===== config.mk =====
export PLATFORM = sky130hd
export DESIGN_NAME = ssc_ctrl
export DESIGN_NICKNAME = d
export VERILOG_FILES = /design/src/ssc_ctrl.v
export VERILOG_INCLUDE_DIRS = /design/src
export SDC_FILE = /design/constraint.sdc
export NUM_CORES = 1
export LEC_CHECK = 0
export ABC_AREA = 1
export BUFFER_PORTS_ARGS = -buffer_cell sky130_fd_sc_hd__buf_2
export CORE_MARGIN = 2
export CORE_UTILIZATION = 54
export CTS_CLUSTER_SIZE = 30
export DETAILED_ROUTE_END_ITERATION = 6
export GPL_ROUTABILITY_DRIVEN = 1
export PLACE_DENSITY = 0.74
export SYNTH_ARGS = -nofsm -noshare
export SYNTH_HDL_FRONTEND = slang
export SYNTH_SLANG_ARGS = --single-unit

===== constraint.sdc =====
create_clock -name clk -period 2.2 [get_ports clk]
set_input_delay 0.44 -clock clk [delete_from_list [all_inputs] [get_ports clk]]
set_output_delay 0.44 -clock clk [all_outputs]
set_load 0.05 [all_outputs]

===== src/ssc_ctrl_regs.vh =====
// constants for the sensor startup and mode controller
`ifndef SSC_CTRL_REGS_VH
`define SSC_CTRL_REGS_VH
// ************************************************************
// register offsets
// ************************************************************
`define SSC_REG_CTRL      4'h0
`define SSC_REG_MODE      4'h1
`define SSC_REG_LIMLO     4'h2
`define SSC_REG_LIMHI     4'h3
`define SSC_REG_RESULT    4'h4
`define SSC_REG_STATUS    4'h5
`define SSC_REG_WDKICK    4'h6
`define SSC_REG_DACCODE   4'h7
// ************************************************************
// field values and reset values
// ************************************************************
`define SSC_PIN_DIGITAL   2'h0
`define SSC_PIN_WINDOWED  2'h1
`define SSC_PIN_ANAWIN    2'h2
`define SSC_PIN_DISABLED  2'h3
`define SSC_ERROR_CODE    16'hFFFF
`define SSC_LIMLO_RST     15'h0000
`define SSC_LIMHI_RST     15'h7FFF
// ************************************************************
// timing figures in microseconds, clock rates in MHz and the start conversion count, nominal at the 3 MHz oscillator
// ************************************************************
`define SSC_T_POR_US      500
`define SSC_T_SYSSTART_US 200
`define SSC_T_WINDOW_US   500000
`define SSC_T_WDOG_US     100000
`define SSC_CLK_MHZ       25
`define SSC_OSC_MHZ       3
`define SSC_CONV_STARTS   5
`endif


===== src/ssc_ctrl.v =====
// sensor startup sequencer, mode control, output pin and failsafe logic
// ************************************************************
// ************************************************************
`timescale 1ns/100ps
`default_nettype none
`include "ssc_ctrl_regs.vh"

// ************************************************************
// timing model
// ************************************************************
// the settling and window spans count fast clocks, the system start counts
// oscillator ticks, and the start routine counts finished conversions.
// a slow oscillator therefore stretches the system start and the start
// routine exactly as the real sequencer would, while the settling span
// stays fixed because the oscillator is not trusted before it ends.
// the defaults give the nominal spans; a bench may shorten all of them but the start routine, fixed at SSC_CONV_STARTS conversions.
// failure is sticky: only a new power-on reset leaves the failure state.

module ssc_ctrl #(
  parameter integer POR_CYC    = (`SSC_T_POR_US * `SSC_CLK_MHZ),
  parameter integer SYS_CYC    = (`SSC_T_SYSSTART_US * `SSC_OSC_MHZ),
  parameter integer WINDOW_CYC = (`SSC_T_WINDOW_US * `SSC_CLK_MHZ),
  parameter integer WDOG_CYC   = (`SSC_T_WDOG_US * `SSC_CLK_MHZ),
  parameter integer OSC_TIMEOUT = 64
) (
  input  wire        clk,
  input  wire        resetn,
  input  wire [3:0]  regAddr,
  input  wire [15:0] regWdata,
  input  wire        regWrite,
  input  wire        regRead,
  output reg  [15:0] regRdata,
  input  wire        oscTick,
  input  wire        convDone,
  input  wire [14:0] convResult,
  input  wire        sigCheckOk,
  input  wire        memCheckErr,
  input  wire        enterCmdReq,
  input  wire        wireReadReq,
  input  wire [1:0]  cfgPinMode,
  input  wire        cfgResolution,
  input  wire [1:0]  cfgMuxSeq,
  output reg  [1:0]  workMode,
  output reg  [1:0]  muxSelect,
  output reg  [13:0] convLength,
  output reg  [15:0] dacCode,
  output reg         sharedOutputPinOe,
  output reg         sharedOutputPinLow,
  output reg         wireReadGrant,
  output reg         failureFlag
);
  // ************************************************************
  // state codes
  // ************************************************************
  localparam [2:0] ST_POR = 3'd0, ST_SYS = 3'd1, ST_MSTART = 3'd2, ST_RUN = 3'd3,
                   ST_CMD = 3'd4, ST_FAIL = 3'd5;
  localparam [1:0] WM_NORMAL = 2'd0, WM_CMD = 2'd1, WM_FAIL = 2'd2;
  localparam [1:0] MUX_BRIDGE = 2'd0, MUX_TEMP = 2'd1, MUX_OFFSET = 2'd2;

  // ************************************************************
  // input synchronisers for pins and asynchronous sources
  // ************************************************************
  // every source that is not born on clk passes two flops; only the
  // second stage is read, so a metastable first stage never fans out.
  // the oscillator edge detector idles low like the synchronised tick,
  // so no false edge follows the release of reset.
  reg [3:0] syncA;
  reg [3:0] syncB;
  always @(posedge clk or negedge resetn) begin
    if (!resetn) begin
      syncA <= 4'h0;
      syncB <= 4'h0;
    end else begin
      syncA <= {oscTick, enterCmdReq, wireReadReq, memCheckErr};
      syncB <= syncA;
    end
  end
  wire memErrS  = syncB[0];
  wire readReqS = syncB[1];
  wire cmdReqS  = syncB[2];
  wire oscS     = syncB[3];
  reg  oscPrev;
  wire oscEdge  = oscS & ~oscPrev;

  // even parity over a 16-bit word, used on every control register.
  // one function keeps the stored and the recomputed parity identical,
  // so a flipped register bit is the only thing that can make them differ.
  // the check is combinational and is seen in the very next clock.
  function parity16;
    input [15:0] w;
    begin
      parity16 = ^w;
    end
  endfunction

  // ************************************************************
  // control registers with parity
  // ************************************************************
  reg  [1:0]  pinMode;
  reg         resBits;
  reg  [14:0] limLo;
  reg  [14:0] limHi;
  reg  [2:0]  ctrlPar;
  reg         wdKick;
  reg  [2:0]  state;
  reg  [31:0] phaseCnt;
  reg  [31:0] wdCnt;
  reg  [7:0]  oscWatch;
  reg  [2:0]  convCnt;
  reg         windowOpen;
  reg         windowGone;
  reg  [14:0] result;
  reg  [1:0]  seqPos;
  reg         started;
  wire parityErr = (ctrlPar[0] != parity16({13'h0000, resBits, pinMode})) |
                   (ctrlPar[1] != parity16({1'b0, limLo})) |
                   (ctrlPar[2] != parity16({1'b0, limHi}));
  wire wdErr   = (wdCnt >= WDOG_CYC);
  wire oscErr  = (oscWatch >= OSC_TIMEOUT[7:0]);
  wire anyFail = parityErr | wdErr | oscErr | memErrS;

  // configuration load at start, software writes afterwards
  always @(posedge clk or negedge resetn) begin
    if (!resetn) begin
      pinMode <= `SSC_PIN_DIGITAL;
      resBits <= 1'b0;
      limLo   <= `SSC_LIMLO_RST;
      limHi   <= `SSC_LIMHI_RST;
      ctrlPar <= 3'b100;                  // parity of the reset limits, all-ones upper limit
      wdKick  <= 1'b0;
    end else begin
      wdKick <= regWrite && regAddr == `SSC_REG_WDKICK;
      if (state == ST_SYS && phaseCnt == 32'd0) begin
        pinMode    <= cfgPinMode;
        resBits    <= cfgResolution;
        ctrlPar[0] <= parity16({13'h0000, cfgResolution, cfgPinMode});
      end else if (regWrite && regAddr == `SSC_REG_MODE) begin
        pinMode    <= regWdata[1:0];
        resBits    <= regWdata[2];
        ctrlPar[0] <= parity16({13'h0000, regWdata[2:0]});
      end
      if (regWrite && regAddr == `SSC_REG_LIMLO) begin
        limLo      <= regWdata[14:0];
        ctrlPar[1] <= parity16({1'b0, regWdata[14:0]});
      end
      if (regWrite && regAddr == `SSC_REG_LIMHI) begin
        limHi      <= regWdata[14:0];
        ctrlPar[2] <= parity16({1'b0, regWdata[14:0]});
      end
    end
  end

  // ************************************************************
  // watchdog and oscillator monitor
  // ************************************************************
  // the monitor counts fast clocks between oscillator ticks; a stuck oscillator trips it.
  // both counters saturate at their limit, so the error level holds and
  // cannot wrap back to a clean count while the failure is being raised.
  // the watchdog only runs in normal conditioning; startup and command
  // mode hold it cleared because software cannot kick it there.
  always @(posedge clk or negedge resetn) begin
    if (!resetn) begin
      wdCnt    <= 32'd0;
      oscWatch <= 8'd0;
      oscPrev  <= 1'b0;
    end else begin
      oscPrev <= oscS;
      if (wdKick || state != ST_RUN)
        wdCnt <= 32'd0;
      else if (!wdErr)
        wdCnt <= wdCnt + 32'd1;
      if (oscEdge)
        oscWatch <= 8'd0;
      else if (!oscErr)
        oscWatch <= oscWatch + 8'd1;
    end
  end

  // ************************************************************
  // startup sequencer and working mode
  // ************************************************************
  // the system start count advances on oscillator ticks so it scales with its frequency.
  // a failure overrides every phase except settling, where the monitors
  // are not yet meaningful. the signature verdict is taken once, at the
  // end of system start; a bad signature never reaches the start routine.
  // the window counter reuses the phase counter, which system start has
  // cleared, so the window is measured from entry into normal mode.
  // once the window has closed the command request is ignored for good,
  // because windowOpen can only be set again by a new start.
  always @(posedge clk or negedge resetn) begin
    if (!resetn) begin
      state      <= ST_POR;
      phaseCnt   <= 32'd0;
      convCnt    <= 3'd0;
      windowOpen <= 1'b0;
      windowGone <= 1'b0;
      started    <= 1'b0;
    end else begin
      if (anyFail && state != ST_POR) begin
        state <= ST_FAIL;
      end else begin
        case (state)
          ST_POR: begin
            if (phaseCnt >= POR_CYC) begin
              state    <= ST_SYS;
              phaseCnt <= 32'd0;
            end else
              phaseCnt <= phaseCnt + 32'd1;
          end
          ST_SYS: begin
            if (phaseCnt >= SYS_CYC) begin
              phaseCnt <= 32'd0;
              convCnt  <= 3'd0;
              state    <= sigCheckOk ? ST_MSTART : ST_FAIL;
            end else if (oscEdge)
              phaseCnt <= phaseCnt + 32'd1;
          end
          ST_MSTART: begin
            if (convCnt == `SSC_CONV_STARTS) begin
              state      <= ST_RUN;
              windowOpen <= (pinMode == `SSC_PIN_WINDOWED) ||
                            (pinMode == `SSC_PIN_ANAWIN);
              started    <= 1'b1;
            end else if (convDone)
              convCnt <= convCnt + 3'd1;
          end
          ST_RUN: begin
            if (windowOpen) begin
              if (cmdReqS) begin
                state      <= ST_CMD;
                windowOpen <= 1'b0;
              end else if (phaseCnt >= WINDOW_CYC) begin
                windowOpen <= 1'b0;
                windowGone <= 1'b1;
              end else
                phaseCnt <= phaseCnt + 32'd1;
            end
          end
          ST_CMD: state <= ST_CMD;
          ST_FAIL: state <= ST_FAIL;
          default: state <= ST_FAIL;
        endcase
      end
    end
  end

  // ************************************************************
  // measurement multiplexer sequence and result capture
  // ************************************************************
  // sequence code picks how often the bridge is revisited between side channels.
  // only bridge conversions update the result; temperature and offset
  // samples feed the conditioning, which lies outside this block.
  // the result stays readable unclipped; clipping is for the analogue path only.
  always @(posedge clk or negedge resetn) begin
    if (!resetn) begin
      seqPos <= 2'd0;
      result <= 15'h0000;
    end else if (convDone && state >= ST_MSTART) begin
      seqPos <= (seqPos >= {1'b0, cfgMuxSeq[0]} + 2'd2) ? 2'd0 : seqPos + 2'd1;
      if (muxSelect == MUX_BRIDGE)
        result <= convResult;
    end
  end

  // clipped value for the analogue path, 12.4-bit code from the 15-bit fraction
  wire [14:0] clipped = (result < limLo) ? limLo :
                        (result > limHi) ? limHi : result;
  wire analogueOn = (state == ST_RUN) && !windowOpen && (pinMode != `SSC_PIN_DIGITAL) ||
                    (state == ST_RUN) && (pinMode == `SSC_PIN_ANAWIN);

  // ************************************************************
  // registered outputs
  // ************************************************************
  // every output is a flop so the pin driver never sees decode glitches.
  // the pin stays released in settling, is held in the low range in
  // system start and failure, and follows the pin mode in the start
  // routine; in normal mode it drives analogue only when the mode allows.
  // command mode releases the pin so the external master can talk.
  always @(posedge clk or negedge resetn) begin
    if (!resetn) begin
      workMode           <= WM_NORMAL;
      muxSelect          <= MUX_BRIDGE;
      convLength         <= 14'h0000;
      dacCode            <= 16'h0000;
      sharedOutputPinOe  <= 1'b0;
      sharedOutputPinLow <= 1'b0;
      wireReadGrant      <= 1'b0;
      failureFlag        <= 1'b0;
    end else begin
      workMode    <= (state == ST_FAIL) ? WM_FAIL :
                     (state == ST_CMD) ? WM_CMD : WM_NORMAL;
      muxSelect   <= (seqPos == 2'd0) ? MUX_BRIDGE :
                     (seqPos == 2'd1 && cfgMuxSeq[1]) ? MUX_OFFSET :
                     (seqPos == 2'd1) ? MUX_TEMP : MUX_OFFSET;
      // oscillator ticks per conversion, 2^r over fosc/2
      convLength  <= resBits ? 14'h2000 : 14'h1000;
      failureFlag <= (state == ST_FAIL);
      dacCode     <= {clipped[14:3], clipped[2:0], 1'b0};
      wireReadGrant <= readReqS && (state == ST_RUN) &&
                       (pinMode != `SSC_PIN_DISABLED);
      case (state)
        ST_POR: begin
          sharedOutputPinOe  <= 1'b0;
          sharedOutputPinLow <= 1'b0;
        end
        ST_SYS, ST_FAIL: begin
          sharedOutputPinOe  <= 1'b1;
          sharedOutputPinLow <= 1'b1;
        end
        ST_MSTART: begin
          sharedOutputPinOe  <= (pinMode == `SSC_PIN_ANAWIN) ||
                                (pinMode == `SSC_PIN_DISABLED);
          sharedOutputPinLow <= (pinMode == `SSC_PIN_ANAWIN) ||
                                (pinMode == `SSC_PIN_DISABLED);
        end
        ST_RUN: begin
          sharedOutputPinOe  <= analogueOn;
          sharedOutputPinLow <= 1'b0;
        end
        default: begin
          sharedOutputPinOe  <= 1'b0;
          sharedOutputPinLow <= 1'b0;
        end
      endcase
    end
  end

  // ************************************************************
  // register read port, data one cycle after the strobe
  // ************************************************************
  // read data stand for one cycle only and are zero otherwise, so a bus
  // that ors several slaves together needs no extra select.
  // in failure mode the result reads as the error code, never stale data.
  always @(posedge clk or negedge resetn) begin
    if (!resetn)
      regRdata <= 16'h0000;
    else if (regRead) begin
      case (regAddr)
        `SSC_REG_MODE:    regRdata <= {13'h0000, resBits, pinMode};
        `SSC_REG_LIMLO:   regRdata <= {1'b0, limLo};
        `SSC_REG_LIMHI:   regRdata <= {1'b0, limHi};
        `SSC_REG_RESULT:  regRdata <= (state == ST_FAIL) ? `SSC_ERROR_CODE :
                                      {1'b0, result};
        `SSC_REG_STATUS:  regRdata <= {8'h00, windowGone, windowOpen, started,
                                      parityErr, oscErr, state};
        `SSC_REG_DACCODE: regRdata <= dacCode;
        default:          regRdata <= 16'h0000;
      endcase
    end else
      regRdata <= 16'h0000;
  end
endmodule // ssc_ctrl
`default_nettype wire


==> Word level (Yosys, flattened, before mapping) <==
Index checks and enable logic that the tools add are counted.
{ "classes": {"add_sub_neg": 6, "magnitude_cmp": 9, "n_eq_ne": 37, "muxes": 48, "bitwise_logic": 9, "n_reduce_logical": 42} }
{ "ops": {"columns": ["op", "n"], "rows": [
  ["two-way mux 32 bit", 8],
  ["case mux 16 bit (6 select lines)", 1],
  ["case mux 32 bit (3 select lines)", 1],
  ["XOR reduction 16 bit", 6],
  ["adder 32 x 1 -> 32 bit (second input constant)", 2],
  ["greater-or-equal comparator 32 x 10 -> 1 bit (second input constant)", 1],
  ["greater-or-equal comparator 32 x 14 -> 1 bit (second input constant)", 1],
  ["greater-or-equal comparator 32 x 22 -> 1 bit (second input constant)", 1],
  ["greater-or-equal comparator 32 x 24 -> 1 bit (second input constant)", 1],
  ["logical NOT 32 bit", 1],
  ["two-way mux 16 bit", 2],
  ["two-way mux 15 bit", 2],
  ["two-way mux 3 bit", 10],
  ["== test 4 x 3 -> 1 bit (second input constant)", 4],
  ["two-way mux 8 bit", 2],
  ["!= test 2 bit (second input constant)", 8],
  ["greater-than comparator 15 bit", 1],
  ["less-than comparator 15 bit", 1],
  ["case mux 3 bit (5 select lines)", 1],
  ["AND reduction 5 bit", 3],
  ["two-way mux 14 bit", 1],
  ["two-way mux 2 bit", 7],
  ["logical AND 1 bit", 13],
  ["!= test 3 bit (second input constant)", 4],
  ["other kinds (35)", 69]
]} }
{ "totals": {"regBits": 197, "in_bits": 50, "out_inout_bits": 54, "elab_cells": 181} }

==> Longest topological paths before layout <==
{ "depth": {"word_depth": 10, "mapped_depth": 18, "mapped_depth_nobuf": 17} }

==> Worst setup path after synthesis <==
No wires, ideal clock.
{ "synth_path": {"kind": "reg2reg", "startpoint": "reg limHi[2]", "endpoint": "reg dacCode[10]", "setup_ns": 0.133, "t_arrival_ns": 1.958, "t_required_ns": 2.067, "slack_ns": 0.109, "stages_incl_launch_ff": 13, "n_path_buf": 1, "synth_period_minus_slack_ns": 2.091, "cell_sequence": "dfstp_2 -> inv_1 -> ha_1 -> a21oi_1 -> o21ai_0 -> nor3b_1 -> o21ai_0 -> nand2_1 -> nand2_1 -> clkbuf_1 -> nor2_1 -> a21oi_1 -> o21ai_0"} }
{ "synth_between": {"elab_chain_cells": 3} }
{ "synth_rtl": {"columns": ["element", "line", "text"], "rows": [
  ["from (decl)", "ssc_ctrl.v:102", "reg [14:0] limHi;"],
  ["from (signal assigned)", "ssc_ctrl.v:128", "limHi <= `SSC_LIMHI_RST;"],
  ["from (signal assigned)", "ssc_ctrl.v:147", "limHi <= regWdata[14:0];"],
  ["greater-than comparator 15 bit", "ssc_ctrl.v:267", "(result > limHi) ? limHi : result;"],
  ["two-way mux 15 bit", "ssc_ctrl.v:267", null],
  ["two-way mux 15 bit", "ssc_ctrl.v:266", "wire [14:0] clipped = (result < limLo) ? limLo :"],
  ["net clipped[9]", "ssc_ctrl.v:266", null],
  ["to (signal assigned)", "ssc_ctrl.v:298", "dacCode <= {clipped[14:3], clipped[2:0], 1'b0};"],
  ["to (decl)", "ssc_ctrl.v:46", "output reg [15:0] dacCode,"]
]} }
The timed path passes the listed nets, and every way through them passes these cells.
A chain may end at the register's enable or synchronous reset.

==> Final worst setup path <==
{ "layout_path": {"startpoint": "reg limHi[12]", "endpoint": "reg dacCode[11]"} }
Same word-level chain as after synthesis.

==> results by group <==
Yosys
  – Syn Std Cell Area: 0.0107 mm²
  – Synth warn: 0
  – Sequential-to-total area share from yosys stat: 43.3%
  – Count of distinct cell types in the synthesized netlist: 48
  – Mapped Avg Cell Area: 7.74 µm²
  – Largest cells by area after synthesis: sky130_fd_sc_hd__dfrtp_1 (39%), sky130_fd_sc_hd__nand2_1 (12%), sky130_fd_sc_hd__inv_1 (5.3%)
  – Portion of synthesized cell area occupied by the leading cell type: 39.4%
  – #FFs+latches synth: 184
  – Dominant cell type by area after synthesis: sky130_fd_sc_hd__dfrtp_1
  – Gate count after technology mapping: 1379

Routing
  – Initial drt markers: 826
  – Routed metal-1 wirelength: 11700 µm
  – Total vias in the final route: 9794
  – Highest signal layer in the routed design: met4
  – Total routed wirelength: 27300 µm
  – Number of routed nets with antenna violations: 0
  – Routed met2 length: 13800 µm
  – Vias per cell: 5.37
  – Drt pass-1 iters: 5
  – Routed met3 length: 1310 µm
  – Remaining routing DRC violations: 0
  – Post-DR wirelength/cell: 15.0 µm

Clocking
  – CTS Sinks: 184
  – Root cell of the clock tree: sky130_fd_sc_hd__clkbuf_16
  – Clock tree from TritonCTS: yes
  – Reg clk slew, reported paths: 0.08 ns
  – CTS Hold Buffers Added: 0
  – Clock insertion delay at the later pin of the skew report: 0.44 ns
  – Deepest level of the CTS H-tree: 4
  – Total CTS buffers: 17
  – Clock buffer depth: 2

Die
  – Area enclosed by the die boundary: 0.0209 mm²
  – Die extent in y: 145 µm
  – Die span in x: 145 µm
  – Starting density of the core: 55.0%
  – Core area: 0.0194 mm²
  – Io pins: 104
  – Number of core rows: 51

STA
  – Final critical delay including setup and external delays: 2.29 ns
  – Crit path setup slack, layout: -0.0901 ns
  – Hold Fails Final Rpt: 0
  – Final max-slew violation count: 0
  – Final count of negative-setup-slack endpoints: 14
  – Skew final: 0.0125 ns
  – Peak clock frequency supported by timing: 0.437 GHz
  – Tcrit/Tclk final: 104%
  – Unrepaired setup endpoints after global routing: yes
  – Final hold slack: 0.000402 ns
  – Worst Tran Pin Value: 0.647 ns
  – Headroom to the max-slew limit: 55.7%

Layout
  – Number of antenna cells inserted: 0
  – Final Net Count: 1639
  – Fin util: 66.8%
  – Post-synthesis to final-layout area growth: 21.5%
  – Design area: 0.0130 mm²
  – Number of fill cells in the layout: 1669
  – Multi-input gate area in the final layout: 0.00550 mm²
  – Share of layout cells above drive strength 1: 20.4%
  – Flip-flop and latch area: 0.00462 mm²
  – Final cell count without fillers: 1825

GRT
  – Via count of the first global-routing pass: 9113
  – Global-route wire length before repair: 43100 µm
  – GRT Total Usage: 26.2%
  – Largest net degree at the start of global routing: 64
  – Total congestion overflow after global routing: 0
  – Initial antenna violation count: 0

Critical path
  – Required time of the worst setup path: 2.52 ns
  – Arrival time at the worst endpoint: 2.61 ns
  – Classification of the worst setup path: register to register
  – Kind of cell adding the most delay to the critical path: simple AND/OR/NAND/NOR gates
  – Ordered cell list for the critical path: inv_4 > ha_4 > nand4_1 > nor3_2 > buf_4 > nand4_1 > nand2_4 > clkbuf_16 > nor2_2 > a21oi_1 > o21ai_1
  – Type of destination of the critical path: register
  – Cell at the slowest stage of the critical path: sky130_fd_sc_hd__dfstp_2
  – Register-to-register setup slack: -0.09 ns
  – Critical path startpoint category: register
  – Maximum fanout count along the critical path: 5
  – Largest incremental delay on the critical path: 0.56 ns
  – Critical path's most frequent cell: sky130_fd_sc_hd__nand4_1
  – Sum of buffers and inverters on the critical path: 3

Power and ir drop
  – Combinational Power Share: 42.5%
  – Max VDD drop: 697 µV
  – Internal power: 0.00781 W
  – Tot Pwr: 0.0130 W
  – Switching power as a share of total power: 40.2%
  – Clock share of power: 23.2%
  – Sequential share of power: 34.3%
  – Leakage: 6.25 nW
  – Pwr/cell area: 1010 mW/mm²
  – Switching power total: 0.00524 W

Placed design
  – Weighted congestion at the end of routability-driven global placement: 0.916
  – Instance count after placement with tap cells included: 1779
  – Number of buffers inserted by port buffering: 89
  – Placed standard-cell area: 0.0119 mm²
  – DP HPWL: 20000 µm

Status
  – Status: finished with violations
  – Failing checks: setup timing

Hold path
  – Worst min-delay path category: input port to async pin

Run
  – Number of maximum-capacitance constraint violations: 0
power groups by stage:
stage	Clock, W	Combinational, W	Sequential [W]
floorplan	0	0.00246	0.00504
global placement	0	0.00452	0.00446
detailed placement	0	0.00468	0.00448
CTS	0.00308	0.00476	0.00442
global route	0.00324	0.00608	0.00453
finish	0.00303	0.00554	0.00448
cell type report:
cell class / count / area share [%]
clock buffer: 19 / 3.42
clock inverter: 13 / 1.02
inverter: 155 / 4.59
multi-input combinational: 1005 / 42.4
sequential: 184 / 35.7
tap: 265 / 2.56
timing repair buffer: 184 / 10.3
timing repair:
| action | in CTS | in global routing |
|---|---|---|
| cloned | 0 | 5 |
| pin swaps | 0 | 25 |
| setup buffers | 1 | 8 |
| setup endpoints to repair | 53 | 55 |
| resized for setup | 10 | 82 |
cell families (layout without fill, tap and decap cells):
| kind of cell | Yosys count | after routing | synth area share (%) |
|---|---|---|---|
| mux | 13 | 13 | 1.37 |
| compound gates | 227 | 227 | 11.9 |
| flops | 184 | 184 | 43.3 |
| other cells | 1 | 13 | 0.0352 |
| simple gates | 656 | 658 | 26.2 |
| xor+xnor | 52 | 52 | 4.27 |
| fa+ha+maj | 42 | 42 | 4.93 |
| buf+inv | 204 | 371 | 7.96 |
state kept, by name, summed over array words and instances (netlist names), 2 cells and up:
register    cells
seqPos          2
oscWatch        8
convLength      2
wdCnt          32
ctrlPar         3
state           3
result         15
regRdata       16
limLo          15
syncA           4
convCnt         3
limHi          15
syncB           4
dacCode        15
phaseCnt       32
muxSelect       2
pinMode         2
cells in the mapped netlist, drive strengths merged:
cell type / number
nand4: 20
nand2: 343
xor2: 29
o221ai: 3
and3: 1
o21a: 3
conb: 1
dfstp: 16
a22oi: 2
a21oi: 71
or2: 4
dfrtp: 168
o31ai: 2
nor2: 143
a221oi: 4
o22ai: 14
inv: 154
nor3: 31
nor4: 8
xnor2: 23
clkinv: 1
mux2: 13
a2111oi: 2
clkbuf: 24
nand3b: 5
o211ai: 3
o21bai: 5
a41oi: 1
o21ai: 106
ha: 42
buf: 25
a31oi: 6
o2111ai: 2
a21boi: 1
a211oi: 1
nor3b: 6
nand3: 95
o211a: 1
stage by stage:
step / setup TNS (ns) / worst slack (ns)
floorplan: 0 / 0.109
global placement: -1.36 / -0.0939
detailed placement: -4.39 / -0.150
CTS: 0 / 0.00178
global route: -3.32 / -0.167
finish: -0.571 / -0.0901
path summary, 6_finish.rpt:
| path | cells after the start | end | start |
|---|---|---|---|
| max reg2reg | 11 | dacCode[11] | limHi[12] |
| min | 1 | wdCnt[10] | resetn |
| min reg2reg | 0 | syncB[2] | syncA[2] |
| max in group asynchronous | 2 | limHi[5] | resetn |
| min in group clk | 1 | syncA[1] | wireReadReq |
| max | 11 | dacCode[11] | limHi[12] |
layer usage:
metal	vias up	GRT usage [%]
met5	-	0
met4	0	6.90
met3	45	4.37
met2	271	45.7
met1	4638	34.0
li1	4840	-
cells in the final DEF (no fill, tap or decap), types with 29 or more instances in the layout:
| master | n |
|---|---|
| sky130_fd_sc_hd__nor2_1 | 128 |
| sky130_fd_sc_hd__buf_4 | 80 |
| sky130_fd_sc_hd__a21oi_1 | 63 |
| sky130_fd_sc_hd__dfrtp_1 | 168 |
| sky130_fd_sc_hd__nand2_1 | 323 |
| sky130_fd_sc_hd__inv_1 | 142 |
| sky130_fd_sc_hd__nand3_1 | 93 |
| sky130_fd_sc_hd__o21ai_0 | 88 |
| sky130_fd_sc_hd__ha_1 | 37 |
| sky130_fd_sc_hd__buf_2 | 88 |
| sky130_fd_sc_hd__xor2_1 | 29 |
Note: power is estimated with default switching activity, not from simulation.
